**src/logic/sbcirq_pkg.sv**
```systemverilog
// Shared constants and types of the interrupt and over-temperature block
package sbcirq_pkg;
  // Register byte offsets
  localparam logic [7:0] REG_STATUS_OFS = 8'h00;
  localparam logic [7:0] REG_MASK_OFS   = 8'h04;
  localparam logic [7:0] REG_CTRL_OFS   = 8'h08;
  localparam logic [7:0] REG_STATE_OFS  = 8'h0C;
  // Interrupt status bit positions
  localparam int IRQ_W          = 5;
  localparam int IRQ_BUS_WAKE   = 0;
  localparam int IRQ_WAKE1      = 1;
  localparam int IRQ_WAKE2      = 2;
  localparam int IRQ_CYCLIC     = 3;
  localparam int IRQ_OVERTEMP   = 4;
  // Control register fields
  localparam int CTRL_MODE_LSB  = 0;
  localparam int CTRL_XSTBY_BIT = 2;
  localparam int CTRL_WEN1_BIT  = 3;
  localparam int CTRL_WEN2_BIT  = 4;
  localparam int CTRL_W         = 5;
  // State register fields
  localparam int STATE_MODE_LSB = 0;
  localparam int STATE_PEND_BIT = 2;
  localparam int STATE_CYC_BIT  = 3;
  localparam int STATE_OT_BIT   = 4;
  // Reset values
  localparam logic [IRQ_W-1:0]  MASK_RST = 5'h1F;
  localparam logic [CTRL_W-1:0] CTRL_RST = 5'h00;
  localparam logic [1:0]        MODE_STANDBY = 2'h0;
  localparam logic [1:0]        MODE_SLEEP   = 2'h1;
  // Synchronised pin inputs
  localparam int PIN_W = 5;
  // Chip operating states, Gray along standby-normal-overtemp
  typedef enum logic [1:0] {
    ST_STANDBY  = 2'h0,
    ST_NORMAL   = 2'h1,
    ST_OVERTEMP = 2'h3,
    ST_SLEEP    = 2'h2
  } sbcirq_state_t;
  // Power and safety outputs
  typedef struct packed {
    logic v1_en;
    logic v2_en;
    logic tx_en;
    logic limp_home;
    logic sys_reset_out_n;
  } sbcirq_pwr_t;
  localparam sbcirq_pwr_t PWR_RST = 5'h19;
endpackage

```
**src/logic/sbcirq_top.sv**
```systemverilog
// Interrupt line, wake latching, cyclic interrupt and over-temperature control
//
// Contract
// The interrupt pin is open-drain, active low, and only ever pulls low.
// The interrupt pin is low while any interrupt is pending and released when none is; the code pulls it low only for pending bits not set in mask_q.
// Writing one to a status bit clears it and writing zero leaves it alone.
// Clearing the bus wake flag in standby leaves the latched bus wake request pending.
// The latched bus wake request clears in normal mode with the standby control bit zero.
// Cyclic interrupts are enabled on watchdog timeout entry in standby or normal with disable low.
// Each watchdog overflow in timeout mode sets the cyclic interrupt flag; the code sets it only while cyc_en_q is set.
// Over-temperature is evaluated only in normal or standby mode.
// Over-temperature enters overtemp mode, pulls reset low and activates limp home.
// In overtemp mode both regulators are off and the bus transmitter is disabled.
// When over-temperature clears, overtemp mode is left for standby.
// With the standby control bit set the transceiver is low power with bus wake armed.
// An enabled local wake event raises a wake interrupt in standby or normal mode.
// Each status bit stays set from its event until the host clears it.
`timescale 1ns/1ns
module sbcirq_top
  import sbcirq_pkg::*;
#(
  parameter int ADDR_W = 8
) (
  input  wire logic              core_clk_i,
  input  wire logic              rst_b_i,
  input  wire logic              psel_i,
  input  wire logic              penable_i,
  input  wire logic              pwrite_i,
  input  wire logic [ADDR_W-1:0] paddr_i,
  input  wire logic [31:0]       pwdata_i,
  output logic [31:0]            prdata_o,
  output logic                   pready_o,
  output logic                   pslverr_o,
  input  wire logic              bus_wake_i,
  input  wire logic [1:0]        wake_pin_i,
  input  wire logic              watchdog_disable_in_i,
  input  wire logic              overtemp_i,
  input  wire logic              wdog_timeout_mode_i,
  input  wire logic              wdog_overflow_i,
  output logic                   irq_out_n_o,
  output logic                   irq_out_n_oe_o,
  output logic                   xcvr_lowpower_o,
  output sbcirq_pwr_t            pwr_o
);

  // Elaboration check on the address width
  if (ADDR_W < 4 || ADDR_W > 32) begin : g_chk
    $error("ADDR_W must lie between 4 and 32");
  end

  logic [PIN_W-1:0]  sync1_q;
  logic [PIN_W-1:0]  sync2_q;
  logic [PIN_W-1:0]  sync3_q;
  logic              wr_en;
  logic              rd_setup;
  logic [7:0]        addr8;
  logic              addr_ok;
  logic [IRQ_W-1:0]  status_q;
  logic [IRQ_W-1:0]  status_set;
  logic [IRQ_W-1:0]  status_clr;
  logic [IRQ_W-1:0]  mask_q;
  logic [CTRL_W-1:0] ctrl_q;
  sbcirq_state_t     state_q;
  sbcirq_state_t     state_d;
  logic              bus_pend_q;
  logic              bus_wake_ev;
  logic              cyc_en_q;
  logic              tmo_q;
  logic              active_mode;
  logic              xcvr_standby_ctrl;
  logic              ot_pin;
  logic              wd_disable_pin;
  logic [1:0]        wake_edge;
  logic [1:0]        mode_sel;

  // Pin synchronisers, two flops then an edge-history flop
  for (genvar i = 0; i < PIN_W; i++) begin : g_sync
    always_ff @(posedge core_clk_i) begin
      if (!rst_b_i) begin
        sync1_q[i] <= 1'b0;
        sync2_q[i] <= 1'b0;
        sync3_q[i] <= 1'b0;
      end else begin
        sync1_q[i] <= (i == 0) ? bus_wake_i :
                      (i == 1) ? wake_pin_i[0] :
                      (i == 2) ? wake_pin_i[1] :
                      (i == 3) ? watchdog_disable_in_i : overtemp_i;
        sync2_q[i] <= sync1_q[i];
        sync3_q[i] <= sync2_q[i];
      end
    end
  end

  // Decoded pin views
  assign bus_wake_ev = sync2_q[0] & ~sync3_q[0];
  assign wake_edge   = sync2_q[2:1] ^ sync3_q[2:1];
  assign wd_disable_pin    = sync2_q[3];
  assign ot_pin            = sync2_q[4];
  assign xcvr_standby_ctrl = ctrl_q[CTRL_XSTBY_BIT];
  assign mode_sel    = ctrl_q[CTRL_MODE_LSB +: 2];
  assign active_mode = (state_q == ST_STANDBY) || (state_q == ST_NORMAL);

  // APB decode, zero wait states
  assign addr8    = 8'(paddr_i);
  assign addr_ok  = (ADDR_W > 8) ? (paddr_i >> 8) == '0 : 1'b1;
  assign wr_en    = psel_i & penable_i & pready_o & pwrite_i & ~pslverr_o;
  assign rd_setup = psel_i & ~penable_i;

  // Ready and error answer for the access phase
  always_ff @(posedge core_clk_i) begin
    if (!rst_b_i) begin
      pready_o  <= 1'b0;
      pslverr_o <= 1'b0;
    end else begin
      pready_o  <= rd_setup;
      pslverr_o <= rd_setup & ~(addr_ok && (addr8 == REG_STATUS_OFS ||
                   addr8 == REG_MASK_OFS || addr8 == REG_CTRL_OFS ||
                   addr8 == REG_STATE_OFS));
    end
  end

  // Read data captured in the setup cycle
  always_ff @(posedge core_clk_i) begin
    if (!rst_b_i) begin
      prdata_o <= 32'h0000_0000;
    end else if (rd_setup) begin
      case (addr8)
        REG_STATUS_OFS: prdata_o <= 32'(status_q);
        REG_MASK_OFS:   prdata_o <= 32'(mask_q);
        REG_CTRL_OFS:   prdata_o <= 32'(ctrl_q);
        REG_STATE_OFS:  prdata_o <= 32'({ot_pin, cyc_en_q, bus_pend_q, state_q});
        default:        prdata_o <= 32'h0000_0000;
      endcase
    end
  end

  // Mask and control registers
  always_ff @(posedge core_clk_i) begin
    if (!rst_b_i) begin
      mask_q <= MASK_RST;
      ctrl_q <= CTRL_RST;
    end else begin
      if (wr_en && addr8 == REG_MASK_OFS) begin
        mask_q <= pwdata_i[IRQ_W-1:0];
      end
      if (state_q == ST_OVERTEMP && !ot_pin) begin
        // standby after cooling
        ctrl_q[CTRL_MODE_LSB +: 2] <= MODE_STANDBY;
      end else if (wr_en && addr8 == REG_CTRL_OFS) begin
        ctrl_q <= pwdata_i[CTRL_W-1:0];
      end
    end
  end

  // Chip mode selection with over-temperature override
  always_comb begin
    state_d = state_q;
    case (state_q)
      ST_STANDBY, ST_NORMAL: begin
        // detector gated by mode
        // enter overtemp
        if (ot_pin) begin
          state_d = ST_OVERTEMP;
        end else if (mode_sel[1]) begin
          state_d = ST_NORMAL;
        end else if (mode_sel == MODE_SLEEP) begin
          state_d = ST_SLEEP;
        end else begin
          state_d = ST_STANDBY;
        end
      end
      ST_SLEEP: begin
        if (mode_sel != MODE_SLEEP || bus_wake_ev || (|wake_edge)) begin
          state_d = ST_STANDBY;
        end
      end
      ST_OVERTEMP: begin
        // leave overtemp
        if (!ot_pin) begin
          state_d = ST_STANDBY;
        end
      end
      default: state_d = ST_STANDBY;
    endcase
  end

  // Chip state register
  always_ff @(posedge core_clk_i) begin
    if (!rst_b_i) begin
      state_q <= ST_STANDBY;
    end else begin
      state_q <= state_d;
    end
  end

  // Latched bus wake request
  always_ff @(posedge core_clk_i) begin
    if (!rst_b_i) begin
      bus_pend_q <= 1'b0;
    end else if (xcvr_standby_ctrl && bus_wake_ev) begin
      // wake armed in low power
      bus_pend_q <= 1'b1;
    end else if (state_q == ST_NORMAL && !xcvr_standby_ctrl) begin
      // cleared in normal mode
      bus_pend_q <= 1'b0;
    end
  end

  // Cyclic interrupt enable follows watchdog timeout entry
  always_ff @(posedge core_clk_i) begin
    if (!rst_b_i) begin
      tmo_q    <= 1'b0;
      cyc_en_q <= 1'b0;
    end else begin
      tmo_q <= wdog_timeout_mode_i;
      if (!wdog_timeout_mode_i) begin
        cyc_en_q <= 1'b0;
      end else if (!tmo_q && active_mode && !wd_disable_pin) begin
        // enable on timeout entry
        cyc_en_q <= 1'b1;
      end
    end
  end

  // Interrupt events
  always_comb begin
    status_set               = '0;
    status_set[IRQ_BUS_WAKE] = xcvr_standby_ctrl & bus_wake_ev &
                               (active_mode | state_q == ST_SLEEP);
    // local wake interrupts
    status_set[IRQ_WAKE1]    = ctrl_q[CTRL_WEN1_BIT] & wake_edge[0] & active_mode;
    status_set[IRQ_WAKE2]    = ctrl_q[CTRL_WEN2_BIT] & wake_edge[1] & active_mode;
    // overflow in timeout mode
    status_set[IRQ_CYCLIC]   = cyc_en_q & wdog_timeout_mode_i & wdog_overflow_i;
    status_set[IRQ_OVERTEMP] = active_mode & ot_pin;
  end

  // write one to clear
  assign status_clr = (wr_en && addr8 == REG_STATUS_OFS) ? pwdata_i[IRQ_W-1:0] : '0;

  // Sticky status, set wins over clear
  always_ff @(posedge core_clk_i) begin
    if (!rst_b_i) begin
      status_q <= '0;
    end else begin
      // sticky until cleared
      // flag only, request kept
      status_q <= (status_q & ~status_clr) | status_set;
    end
  end

  // Open-drain interrupt pin drive
  always_ff @(posedge core_clk_i) begin
    if (!rst_b_i) begin
      irq_out_n_o    <= 1'b0;
      irq_out_n_oe_o <= 1'b0;
    end else begin
      // pull low only
      irq_out_n_o    <= 1'b0;
      // low while pending
      irq_out_n_oe_o <= |(((status_q & ~status_clr) | status_set) & ~mask_q);
    end
  end

  // Power, reset and transceiver outputs
  always_ff @(posedge core_clk_i) begin
    if (!rst_b_i) begin
      pwr_o           <= PWR_RST;
      xcvr_lowpower_o <= 1'b0;
    end else begin
      // reset low, limp home on
      // regulators and transmitter off
      pwr_o.sys_reset_out_n <= (state_d != ST_OVERTEMP);
      pwr_o.limp_home       <= (state_d == ST_OVERTEMP) | pwr_o.limp_home & (state_d != ST_NORMAL);
      pwr_o.v1_en           <= (state_d == ST_STANDBY) || (state_d == ST_NORMAL);
      pwr_o.v2_en           <= (state_d == ST_NORMAL) && (mode_sel != 2'h2);
      pwr_o.tx_en           <= (state_d == ST_NORMAL) && !xcvr_standby_ctrl;
      // low power when standby bit set
      xcvr_lowpower_o       <= xcvr_standby_ctrl;
    end
  end
endmodule

```
**config.mk**
```make
export PLATFORM = sky130hd
export DESIGN_NAME = sbcirq_top
export DESIGN_NICKNAME = d
export VERILOG_FILES = /design/src/logic/sbcirq_pkg.sv /design/src/logic/sbcirq_top.sv
export SDC_FILE = /design/constraint.sdc
export NUM_CORES = 1
export LEC_CHECK = 0
export BUFFER_PORTS_ARGS = -buffer_cell sky130_fd_sc_hd__buf_2
export CAP_MARGIN = 10
export CORE_AREA = 2 2 86 67
export CTS_BUF_LIST = sky130_fd_sc_hd__clkbuf_8 sky130_fd_sc_hd__clkbuf_16
export CTS_CLUSTER_SIZE = 20
export DETAILED_ROUTE_END_ITERATION = 8
export DIE_AREA = 0 0 88 69
export GPL_ROUTABILITY_DRIVEN = 0
export PLACE_DENSITY = 0.69
export SLEW_MARGIN = 10
export SYNTH_ARGS = -nofsm -noshare
export SYNTH_HDL_FRONTEND = slang
export SYNTH_SLANG_ARGS = --single-unit
```
**constraint.sdc**
```tcl
create_clock -name core_clk_i -period 3.2 [get_ports core_clk_i]
set_clock_uncertainty 0.1 [all_clocks]
set_input_delay 0.8 -clock core_clk_i [delete_from_list [all_inputs] [get_ports core_clk_i]]
set_output_delay 0.8 -clock core_clk_i [all_outputs]
set_load 0.005 [all_outputs]
```
After elaboration in Yosys (flattened, before gate mapping)
Index checks and enable logic that the tools add are counted.
{"block": "totals", "ff_bits": 74, "latchBits": 0, "memories": 0, "in_bits": 52, "output_inout_bits": 42, "mem_bits_rw": 0, "mem_bits_ro": 0}
{"block": "op_classes", "n_addsub": 0, "n_mul": 0, "bitwise_logic": 31, "shift": 0, "n_eq_ne": 13, "reduce_logical": 31, "n_mux": 10, "div": 0, "order_cmp": 0}
{"cell": "$pmux 5 s4", "n": 1}
{"cell": "$and 1x1->1", "n": 17}
{"cell": "$eq 8x4->1 const B", "n": 2}
{"cell": "$and 5x5->5", "n": 2}
{"cell": "$logic_and 1x1->1", "n": 10}
{"cell": "$mux 2", "n": 5}
{"cell": "$not 5->5", "n": 2}
{"cell": "$eq 8x3->1 const B", "n": 1}
{"cell": "$logic_not 8->1", "n": 1}
{"cell": "$logic_or 1x1->1", "n": 7}
{"cell": "$eq 2x1->1 const B", "n": 3}
{"cell": "$eq 2x2->1 const B", "n": 3}
{"cell": "$not 1->1", "n": 6}
{"cell": "$pmux 2 s3", "n": 1}
{"cell": "$reduce_or 2->1", "n": 3}
{"cell": "$mux 5", "n": 1}
{"cell": "$or 5x5->5", "n": 1}
{"cell": "$reduce_or 5->1", "n": 1}
{"cell": "$logic_not 1->1", "n": 4}
{"cell": "$logic_not 2->1", "n": 2}
{"cell": "$ne 2x1->1 const B", "n": 2}
{"cell": "$ne 2x2->1 const B", "n": 2}
{"cell": "$reduce_and 2->1", "n": 2}
{"cell": "$mux 1", "n": 2}
{"cell": "3 further kinds", "n": 4}

Logic depth before layout (Yosys ltp)
Gate-level depths: netlist of the first run.
{"block": "logic_depth", "ltp_word": 11, "ltp_mapped": 6, "ltp_nobuf": 5}

Worst setup path after synthesis of the first run
Ideal clock, no wire load.
{"block": "synth_path", "path_type": "input to register", "startpoint": "input port paddr_i[5]", "endpoint": "register mask_q[0]", "slack_ns": 0.679, "setup_ns": 0.129, "n_path_buf": 0, "stages": 5, "required_ns": 2.971, "arrival_ns": 2.292, "cell_sequence": "or4_4 nor4_4 nor3b_4 mux2i_1 nand2_1"}
{"block": "synth_between", "elab_chain_len": 2}
{"item": "from (decl)", "line": "sbcirq_top.sv:29", "source": "input wire logic [ADDR_W-1:0] paddr_i,"}
{"item": "$eq 8x3->1", "line": "sbcirq_top.sv:143", "source": "if (wr_en && addr8 == REG_MASK_OFS) begin"}
{"item": "$logic_and 1x1->1", "line": "sbcirq_top.sv:143"}
{"item": "to (signal assigned)", "line": "sbcirq_top.sv:144", "source": "mask_q <= pwdata_i[IRQ_W-1:0];"}
{"item": "to (decl)", "line": "sbcirq_top.sv:61", "source": "logic [IRQ_W-1:0] mask_q;"}
Every way passes these cells.
A chain may end at the register's enable or synchronous reset.

Worst setup path in the final report of the first run
{"block": "layout_path", "startpoint": "input port paddr_i[5]", "endpoint": "register mask_q[2]"}
The elaborated chain is that of the path after synthesis.

==> impl_metrics.yaml, run 1 <==
finish:
  stdcell_count: 318
  nets: 294
  syn2layout_area_growth_pct: 12.5
  design_area_sq_um: 2290
  drive_above_1_share_pct: 23.5
  antenna_cells: 0
  nFillCells: 532
synth:
  synth_top_area_cell: "dfxtp_1"
  avgSynthCellArea_sq_um: 9.98
  ys.warnings.count: 0
  syn_inst: 204
  synthArstFlopShare_pct: 0
  netlist_area_sq_um: 2040
  synth.most_common_cell: "dfxtp_1"
  synth.distinct_cells: 39
  synth_enable_flop_cells: 0
  ys_ff_latch: 47
  synth_top_area_share_pct: 46.2
  synthTopCellsByCount: "dfxtp_1 (47), buf_4 (28), and2_1 (17), nor2_1 (17), inv_1 (12)"
  synth_ff_type: "dfxtp_1"
  netlist_top_cells_area: "dfxtp_1 (46%), buf_4 (10%), mux4_2 (5.5%), and2_1 (5.2%), mux2i_1 (3.9%)"
  yosysSeqAreaShare_pct: 46.2
worst_setup_path:
  arrival_ns: 2.63
  path_cells: "buf_2, or4_4, nor4_4, nor3b_4, mux2i_1, nand2_1"
  cpMaxStageDelayCell: "or4_4"
  cp.depth: 6
  rr_worst_depth: 6
  cp.required_ns: 3.28
  critPathLaunch: "paddr_i[5]"
  critical_path_buf_inv_count: 1
  path_max_fanout: 7
  start_kind: "input pin"
  r2r_end: "irq_out_n_oe_o"
  r2r_slack_ns: 1.33
  end_kind: "flip-flop"
  slowest_delay_ns: 0.56
  setup.worst_path.class: "input pin to flip-flop"
  critical_path.top_delay_family: "simple AND/OR/NAND/NOR gates"
  reg2reg_from: "pslverr_o"
floorplanning:
  ios: 94
  row_count: 23
  die_h_um: 69
  start_util_pct: 39.1
  chipWidth_um: 88
  fp.coreArea_sq_um: 5210
  die_area_sq_um: 6070
sta:
  finalCriticalPeriod_ns: 2.55
  setup_slack_ns: 0.647
  tightest_slew_ns: 0.580
  hold_viol: 0
  setup_violations: 0
  rsz0062_at_grt: "no"
  slew_violations: 0
  holdWs_ns: 0.339
  timing.final.crit_share_pct: 79.8
  max_slew_margin_pct: 61.0
  max_freq_mhz: 392
  tns_ns: 0
min_path:
  hp-class: "flip-flop to flip-flop"
  holdCritStartpoint: "sync1_q[1]"
  min_to: "sync2_q[1]"
  hold_path_depth: 1
power:
  share_comb_of_total_power_pct: 7.3
  switching_share_pct: 22.5
  power.share.clock_pct: 35.9
  powerDensity_nw_per_um2: 465
  p_int_w: 0.000826
  share_seq_of_total_power_pct: 56.9
  p_leak_nw: 1.05
  power_switching_w: 0.000240
  ir_drop_mv: 0.241
detailed_routing:
  initialDrtViolationCount: 117
  firstDrtPassIters: 4
  drc: 0
  final_antenna_net_count: 0
  avgViaCountPerCell: 4.57
  vias: 1452
  wl_per_cell_um: 12.6
  wl_um: 4010
clock_network:
  htree_levels: 2
  cts_tree: "built"
  hold_buffers: 0
  clockRootBuffer: "clkbuf_8"
  cts_buffers: 5
  clock_latency_ns: 0.30
  cts_buffer_depth: 2
  path_clk_slew_ns: 0.08
  cts_num_sinks: 47
  post_cts_resized: 0
  cts_post_setup_buffers_inserted: 0
grt:
  antenna_found_initial: 0
  grt_max_degree: 30
  overflow: 0
  globalRouteTotalUtil_pct: 13.6
  grt_pass1_vias: 1295
  grt_pass1_wl_um: 6240
placed_design:
  place_hpwl_um: 3010
  post-place-ws_ns: 0.320
  place_area_sq_um: 2190
  dpl.cell_count: 310
  io_buffers: 38
run:
  maxCapViolations: 0
outcome:
  status: "completed"
-- layer usage --
metal	track usage [%]	part of all wire [%]	routed length, um
met5	0	0	0
met4	6.32	2.1	84
met3	5.15	7.6	303
met2	18.7	43	1730
met1	18.8	47	1900
-- cell type report --
class | count | area (sq um) | share of cell area (%)
Sequential cell | 47 | 941 | 41.1
Inverter | 12 | 45.0 | 1.97
Clock buffer | 7 | 96.3 | 4.21
Clock inverter | 1 | 3.75 | 0.164
Tap cell | 75 | 93.8 | 4.10
Timing Repair Buffer | 39 | 198 | 8.63
Multi-Input combinational cell | 137 | 912 | 39.8
-- power groups by stage --
| stage | Clock [W] | Combinational, W | Sequential [W] |
|---|---|---|---|
| 2_1_floorplan | 0 | 0.0000745 | 0.000617 |
| 3_3_place_gp | 0 | 0.0000759 | 0.000619 |
| 3_5_place_dp | 0 | 0.0000773 | 0.000620 |
| 4_1_cts | 0.000393 | 0.0000775 | 0.000606 |
| 5_1_grt | 0.000416 | 0.0000861 | 0.000607 |
| 6_report | 0.000382 | 0.0000773 | 0.000606 |
-- layout by cell type (no fill, tap or decap) --
master	n
dfxtp_1	47
buf_2	38
conb_1	28
and2_1	17
nor2_1	17
inv_1	13
mux2i_1	8
nand2_1	7
clkbuf_8	7
a22oi_1	6
mux4_2	5
nand2b_1	4
o21a_1	4
o21ai_0	4
o21bai_1	4
and3b_1	3
nand3_1	2
o211ai_1	2
nor2b_1	2
xor2_1	2
a21oi_1	2
a31oi_1	2
nor3_1	2
a21boi_0	2
or2_2	1
or4_4	1
nor4_4	1
nor3b_4	1
and3_2	1
o2111ai_1	1
o41ai_1	1
or4b_1	1
nor4_1	1
o22ai_1	1
and3_1	1
a41oi_1	1
o31ai_1	1
o221a_2	1
buf_4	1
-- sequential cells by signal, summed over array words and instances, names as in the netlist, 2 cells and up, named ones only --
name / count
ctrl_q: 5
mask_q: 5
prdata_o: 5
pwr_o: 4
state_q: 2
status_q: 5
sync1_q: 5
sync2_q: 3
sync3_q: 3
-- per-stage QoR --
step,total power (W),utilization [%]
after global placement,0.000695,42.0
after CTS,0.00108,44.0
after detailed placement,0.000697,42.0
after global routing,0.00111,44.0
after floorplan,0.000692,-
final,0.00107,44.0
-- how the worst max path moves through the flow --
stage,endpoint,slack [ns]
after detailed placement,mask_q[2],0.32
after global placement,mask_q[1],0.37
final,mask_q[2],0.65
after floorplan,mask_q[0],0.68
after global routing,mask_q[0],0.53
after CTS,mask_q[2],0.65
-- worst register-to-register path, stage by stage (launching register included) --
cell     delay (ns)
dfxtp_1        0.32
or4b_1         0.46
nor4_1         0.18
buf_4          0.18
o21ai_0        0.10
a22oi_1        0.23
a41oi_1        0.17
-- cell families after synthesis --
logic type      after synthesis  synth area share [%]
compound gates               32                  11.2
xor+xnor                      2                 0.861
buf+inv                      47                  14.0
flops                        47                  46.2
mux                          13                  9.47
other cells                   1                 0.184
simple gates                 62                  18.1
Note: power is estimated with default switching activity, not from simulation.
==> inputs of run 2 (changes only) <==
==> constraint.sdc (replaced) <==
create_clock -name core_clk_i -period 2.4 [get_ports core_clk_i]
set_clock_uncertainty 0.1 [all_clocks]
set_input_delay 0.6 -clock core_clk_i [delete_from_list [all_inputs] [get_ports core_clk_i]]
set_output_delay 0.6 -clock core_clk_i [all_outputs]
set_load 0.005 [all_outputs]
==> run 2 against run 1 <==
Compared with the run above: setup slack got worse by 0.50 ns; hold slack got worse by 0.0039 ns; via count fell by 2.0%; non-clock buffer count rose by 7; core utilization rose by 1.0 points; final cell count rose by 2.2%; routed wire length rose by 2.5%; clock power rose by 34%; first-iteration DRC count fell by 40%; global-route usage rose by 0.43 points.
==> impl_metrics.yaml, run 2 (synthesis gave the netlist of run 1 again) <==
outcome:
  status: "completed"
power:
  powerDensity_nw_per_um2: 609
  p_leak_nw: 1.09
  ir_drop_mv: 0.320
  power.total_w: 0.00143
worst_setup_path:
  path_max_fanout: 3
  start_kind: "input pin"
  cp.required_ns: 2.48
  setup.worst_path.class: "input pin to flip-flop"
  end_kind: "flip-flop"
  arrival_ns: 2.33
placed_design:
  io_buffers: 38
  place_area_sq_um: 2240
  post-place-ws_ns: -0.129
  place_hpwl_um: 3020
sta:
  finalCriticalPeriod_ns: 2.25
  holdWs_ns: 0.336
  max_freq_mhz: 444
  slew_violations: 0
  rsz0062_at_grt: "no"
  setup_violations: 0
  setup_slack_ns: 0.148
  timing.final.crit_share_pct: 93.8
  hold_viol: 0
floorplanning:
  die_area_sq_um: 6070
  fp.coreArea_sq_um: 5210
  chipWidth_um: 88
  row_count: 23
  ios: 94
  die_h_um: 69
  start_util_pct: 39.1
grt:
  antenna_found_initial: 0
  grt_pass1_vias: 1366
  grt_max_degree: 29
  overflow: 0
  globalRouteTotalUtil_pct: 14.1
  grt_pass1_wl_um: 6540
detailed_routing:
  wl_per_cell_um: 12.7
  final_antenna_net_count: 0
  initialDrtViolationCount: 70
  vias: 1423
  avgViaCountPerCell: 4.38
  wl_um: 4120
  firstDrtPassIters: 4
  drc: 0
finish:
  nets: 301
  layout_commonest_cell: "dfxtp_1"
  antenna_cells: 0
  drive_above_1_share_pct: 25.6
  syn2layout_area_growth_pct: 15.1
  nFillCells: 509
  fin_util_pct: 45.0
  seq_area_sq_um: 941
  design_area_sq_um: 2340
  multi_input_area_sq_um: 912
  layout_common_cells: "dfxtp_1 (47), buf_2 (38), conb_1 (28)"
clock_network:
  cts_post_setup_buffers_inserted: 0
  path_clk_slew_ns: 0.08
  post_cts_resized: 0
  htree_levels: 2
  cts_buffers: 5
  clock_latency_ns: 0.30
  clockRootBuffer: "clkbuf_8"
  cts_tree: "built"
  cts_buffer_depth: 2
  cts_num_sinks: 47
  hold_buffers: 0
run:
  maxCapViolations: 0
min_path:
  hp-class: "flip-flop to flip-flop"
run 2: cell count changes in the layout (fill, tap and decap cells not counted), sizes merged:
cell	delta
buf	+7
run 2: final timing paths:
check | from | to | slack, ns | cells past startpoint
max | paddr_i[5] | ctrl_q[2] | 0.15 | 7
min | sync1_q[1] | sync2_q[1] | 0.34 | 1
max reg2reg | pslverr_o | irq_out_n_oe_o | 0.51 | 6
min reg2reg | sync1_q[1] | sync2_q[1] | 0.34 | 1
run 2: where the power goes:
| part | internal (W) | switching [W] | leakage, nW |
|---|---|---|---|
| registers | 0.000798 | 0.00000925 | 0.383 |
| logic | 0.0000482 | 0.0000602 | 0.651 |
| clock network | 0.000259 | 0.000252 | 0.0557 |
run 2: critical path, cell delays in order:
cell and delay (ns):
buf_2 0.09, or4_4 0.55, nor4_4 0.32, buf_4 0.18, o2111ai_1 0.25, mux2i_1 0.26, nor2_1 0.06
run 2: through the flow:
step	instances	TNS, ns
2_1_floorplan	231	0
3_3_place_gp	317	-0.732
3_5_place_dp	317	-0.701
4_1_cts	325	0
5_1_grt	325	0
6_report	325	0
run 2: layout make-up:
cell class,count,area share [%]
well taps,75,4.01
clock buffers,7,4.11
clock inverters,1,0.160
flip-flops and latches,47,40.2
repair buffers,46,10.7
multi-input cells,137,38.9
inverters,12,1.92
run 2: routing by layer:
| layer | part of all wire, % | vias to the layer above | track usage [%] |
|---|---|---|---|
| met4 | 1.3 | 0 | 4.96 |
| met5 | 0 | - | 0 |
| met3 | 6.9 | 7 | 3.95 |
| met1 | 49 | 638 | 20.0 |
| met2 | 42 | 54 | 20.4 |
| li1 | - | 724 | - |
==> inputs of run 3 (changes only) <==
--- a/config.mk
+++ b/config.mk
@@ -5,7 +5,7 @@
 export SDC_FILE = /design/constraint.sdc
 export NUM_CORES = 1
 export LEC_CHECK = 0
-export BUFFER_PORTS_ARGS = -buffer_cell sky130_fd_sc_hd__buf_2
+export BUFFER_PORTS_ARGS = -buffer_cell sky130_fd_sc_hd__buf_4
 export CAP_MARGIN = 10
 export CORE_AREA = 2 2 86 67
 export CTS_BUF_LIST = sky130_fd_sc_hd__clkbuf_8 sky130_fd_sc_hd__clkbuf_16
@@ -13,7 +13,7 @@
 export DETAILED_ROUTE_END_ITERATION = 8
 export DIE_AREA = 0 0 88 69
 export GPL_ROUTABILITY_DRIVEN = 0
-export PLACE_DENSITY = 0.69
+export PLACE_DENSITY = 0.75
 export SLEW_MARGIN = 10
 export SYNTH_ARGS = -nofsm -noshare
 export SYNTH_HDL_FRONTEND = slang
==> run 3 against run 2 <==
Compared with the run above: sequential power is essentially flat; sequential share of layout area shrank 1.3 points; global-route usage shrank 0.71 points; clock power shrank 12%; fmax grew 0.74%; core utilization grew 1.5 points; flip-flop and latch count is the same; combinational power grew 11%; final cell count is the same; setup slack gained 0.017 ns.
==> impl_metrics.yaml, run 3 (synthesis gave the netlist of run 1 again) <==
outcome:
  status: "completed"
grt:
  grt_pass1_vias: 1379
  grt_max_degree: 30
  antenna_found_initial: 0
  globalRouteTotalUtil_pct: 13.4
  use_met2_pct: 18.6
  top_usage_layer: "met2"
  grt_pass1_wl_um: 6220
  overflow: 0
  grt_use_met1_pct: 18.4
  met3_usage_pct: 4.43
detailed_routing:
  final_antenna_net_count: 0
  initialDrtViolationCount: 97
  wl_um: 3890
  avgViaCountPerCell: 4.47
  wl_per_cell_um: 12.0
  vias: 1453
  firstDrtPassIters: 4
  drc: 0
worst_setup_path:
  arrival_ns: 2.31
  start_kind: "input pin"
  critical_path.top_delay_family: "simple AND/OR/NAND/NOR gates"
  end_kind: "flip-flop"
  crit_top_cell: "buf_4"
  critical_path_buf_inv_count: 2
  cp.required_ns: 2.47
  path_max_fanout: 3
  setup.worst_path.class: "input pin to flip-flop"
  path_cells: "buf_4, or4_4, nor4_4, buf_4, o2111ai_1, mux2i_1, nor2_1"
  cpMaxStageDelayCell: "or4_4"
  slowest_delay_ns: 0.55
finish:
  fin_util_pct: 46.5
  design_area_sq_um: 2420
  nFillCells: 500
  layout_common_cells: "dfxtp_1 (47), buf_4 (46), conb_1 (28)"
  stdcell_count: 325
  seq_area_sq_um: 941
  antenna_cells: 0
  nets: 301
  multi_input_area_sq_um: 912
  layout_commonest_cell: "dfxtp_1"
  syn2layout_area_growth_pct: 19.0
  drive_above_1_share_pct: 25.6
sta:
  rsz0062_at_grt: "no"
  timing.final.crit_share_pct: 93.2
  setup_violations: 0
  tns_ns: 0
  max_freq_mhz: 447
  slew_violations: 0
  finalCriticalPeriod_ns: 2.24
  hold_viol: 0
clock_network:
  cts_tree: "built"
  clock_latency_ns: 0.30
  cts_num_sinks: 47
  path_clk_slew_ns: 0.08
  clockRootBuffer: "clkbuf_8"
  cts_buffer_depth: 2
  hold_buffers: 0
  post_cts_resized: 0
  htree_levels: 2
  cts_post_setup_buffers_inserted: 0
  cts_buffers: 5
placed_design:
  place_hpwl_um: 3000
  dpl.cell_count: 317
  io_buffers: 38
  place_area_sq_um: 2340
floorplanning:
  die_h_um: 69
  die_area_sq_um: 6070
  start_util_pct: 39.1
  chipWidth_um: 88
  ios: 94
  row_count: 23
  fp.coreArea_sq_um: 5210
power:
  p_leak_nw: 1.10
  ir_drop_mv: 0.357
  powerDensity_nw_per_um2: 569
run:
  maxCapViolations: 0
min_path:
  hp-class: "flip-flop to flip-flop"
run 3: report_power, final:
| group | internal [W] | total, W | switching [W] |
|---|---|---|---|
| Clock | 0.000199 | 0.000451 | 0.000251 |
| Combinational | 0.0000603 | 0.000120 | 0.0000595 |
| Sequential | 0.000798 | 0.000808 | 0.00000969 |
| Total | 0.00106 | 0.00138 | 0.000321 |
run 3: worst paths after layout:
path / startpoint / end / slack (ns) / cells after the start
setup / recovery: paddr_i[5] / ctrl_q[3] / 0.16 / 7
hold / removal: sync1_q[0] / sync2_q[0] / 0.34 / 1
setup reg to reg: pslverr_o / irq_out_n_oe_o / 0.53 / 6
hold reg to reg: sync1_q[0] / sync2_q[0] / 0.34 / 1
run 3: through the flow:
step	worst slack, ns	hold slack [ns]	power, W
final	0.164	0.336	0.00138
after global routing	0.0828	0.356	0.00144
after CTS	0.153	0.337	0.00139
after detailed placement	-0.155	0.317	0.000946
after global placement	-0.131	0.314	0.000943
after floorplan	0.0786	0.312	0.000923
run 3: routing by layer:
| metal | up-vias | routed length [um] | part of all wire (%) |
|---|---|---|---|
| li1 | 725 | - | - |
| met1 | 665 | 1820 | 47 |
| met2 | 56 | 1720 | 44 |
| met3 | 7 | 292 | 7.5 |
| met4 | 0 | 57 | 1.5 |
| met5 | - | 0 | 0 |
run 3: area by class of cell:
class                   instances  area share [%]
flip-flops and latches         47            38.8
multi-input cells             137            37.7
repair buffers                 46            14.3
well taps                      75            3.87
clock buffers                   5            2.84
inverters                      12            1.86
clock inverters                 3           0.671
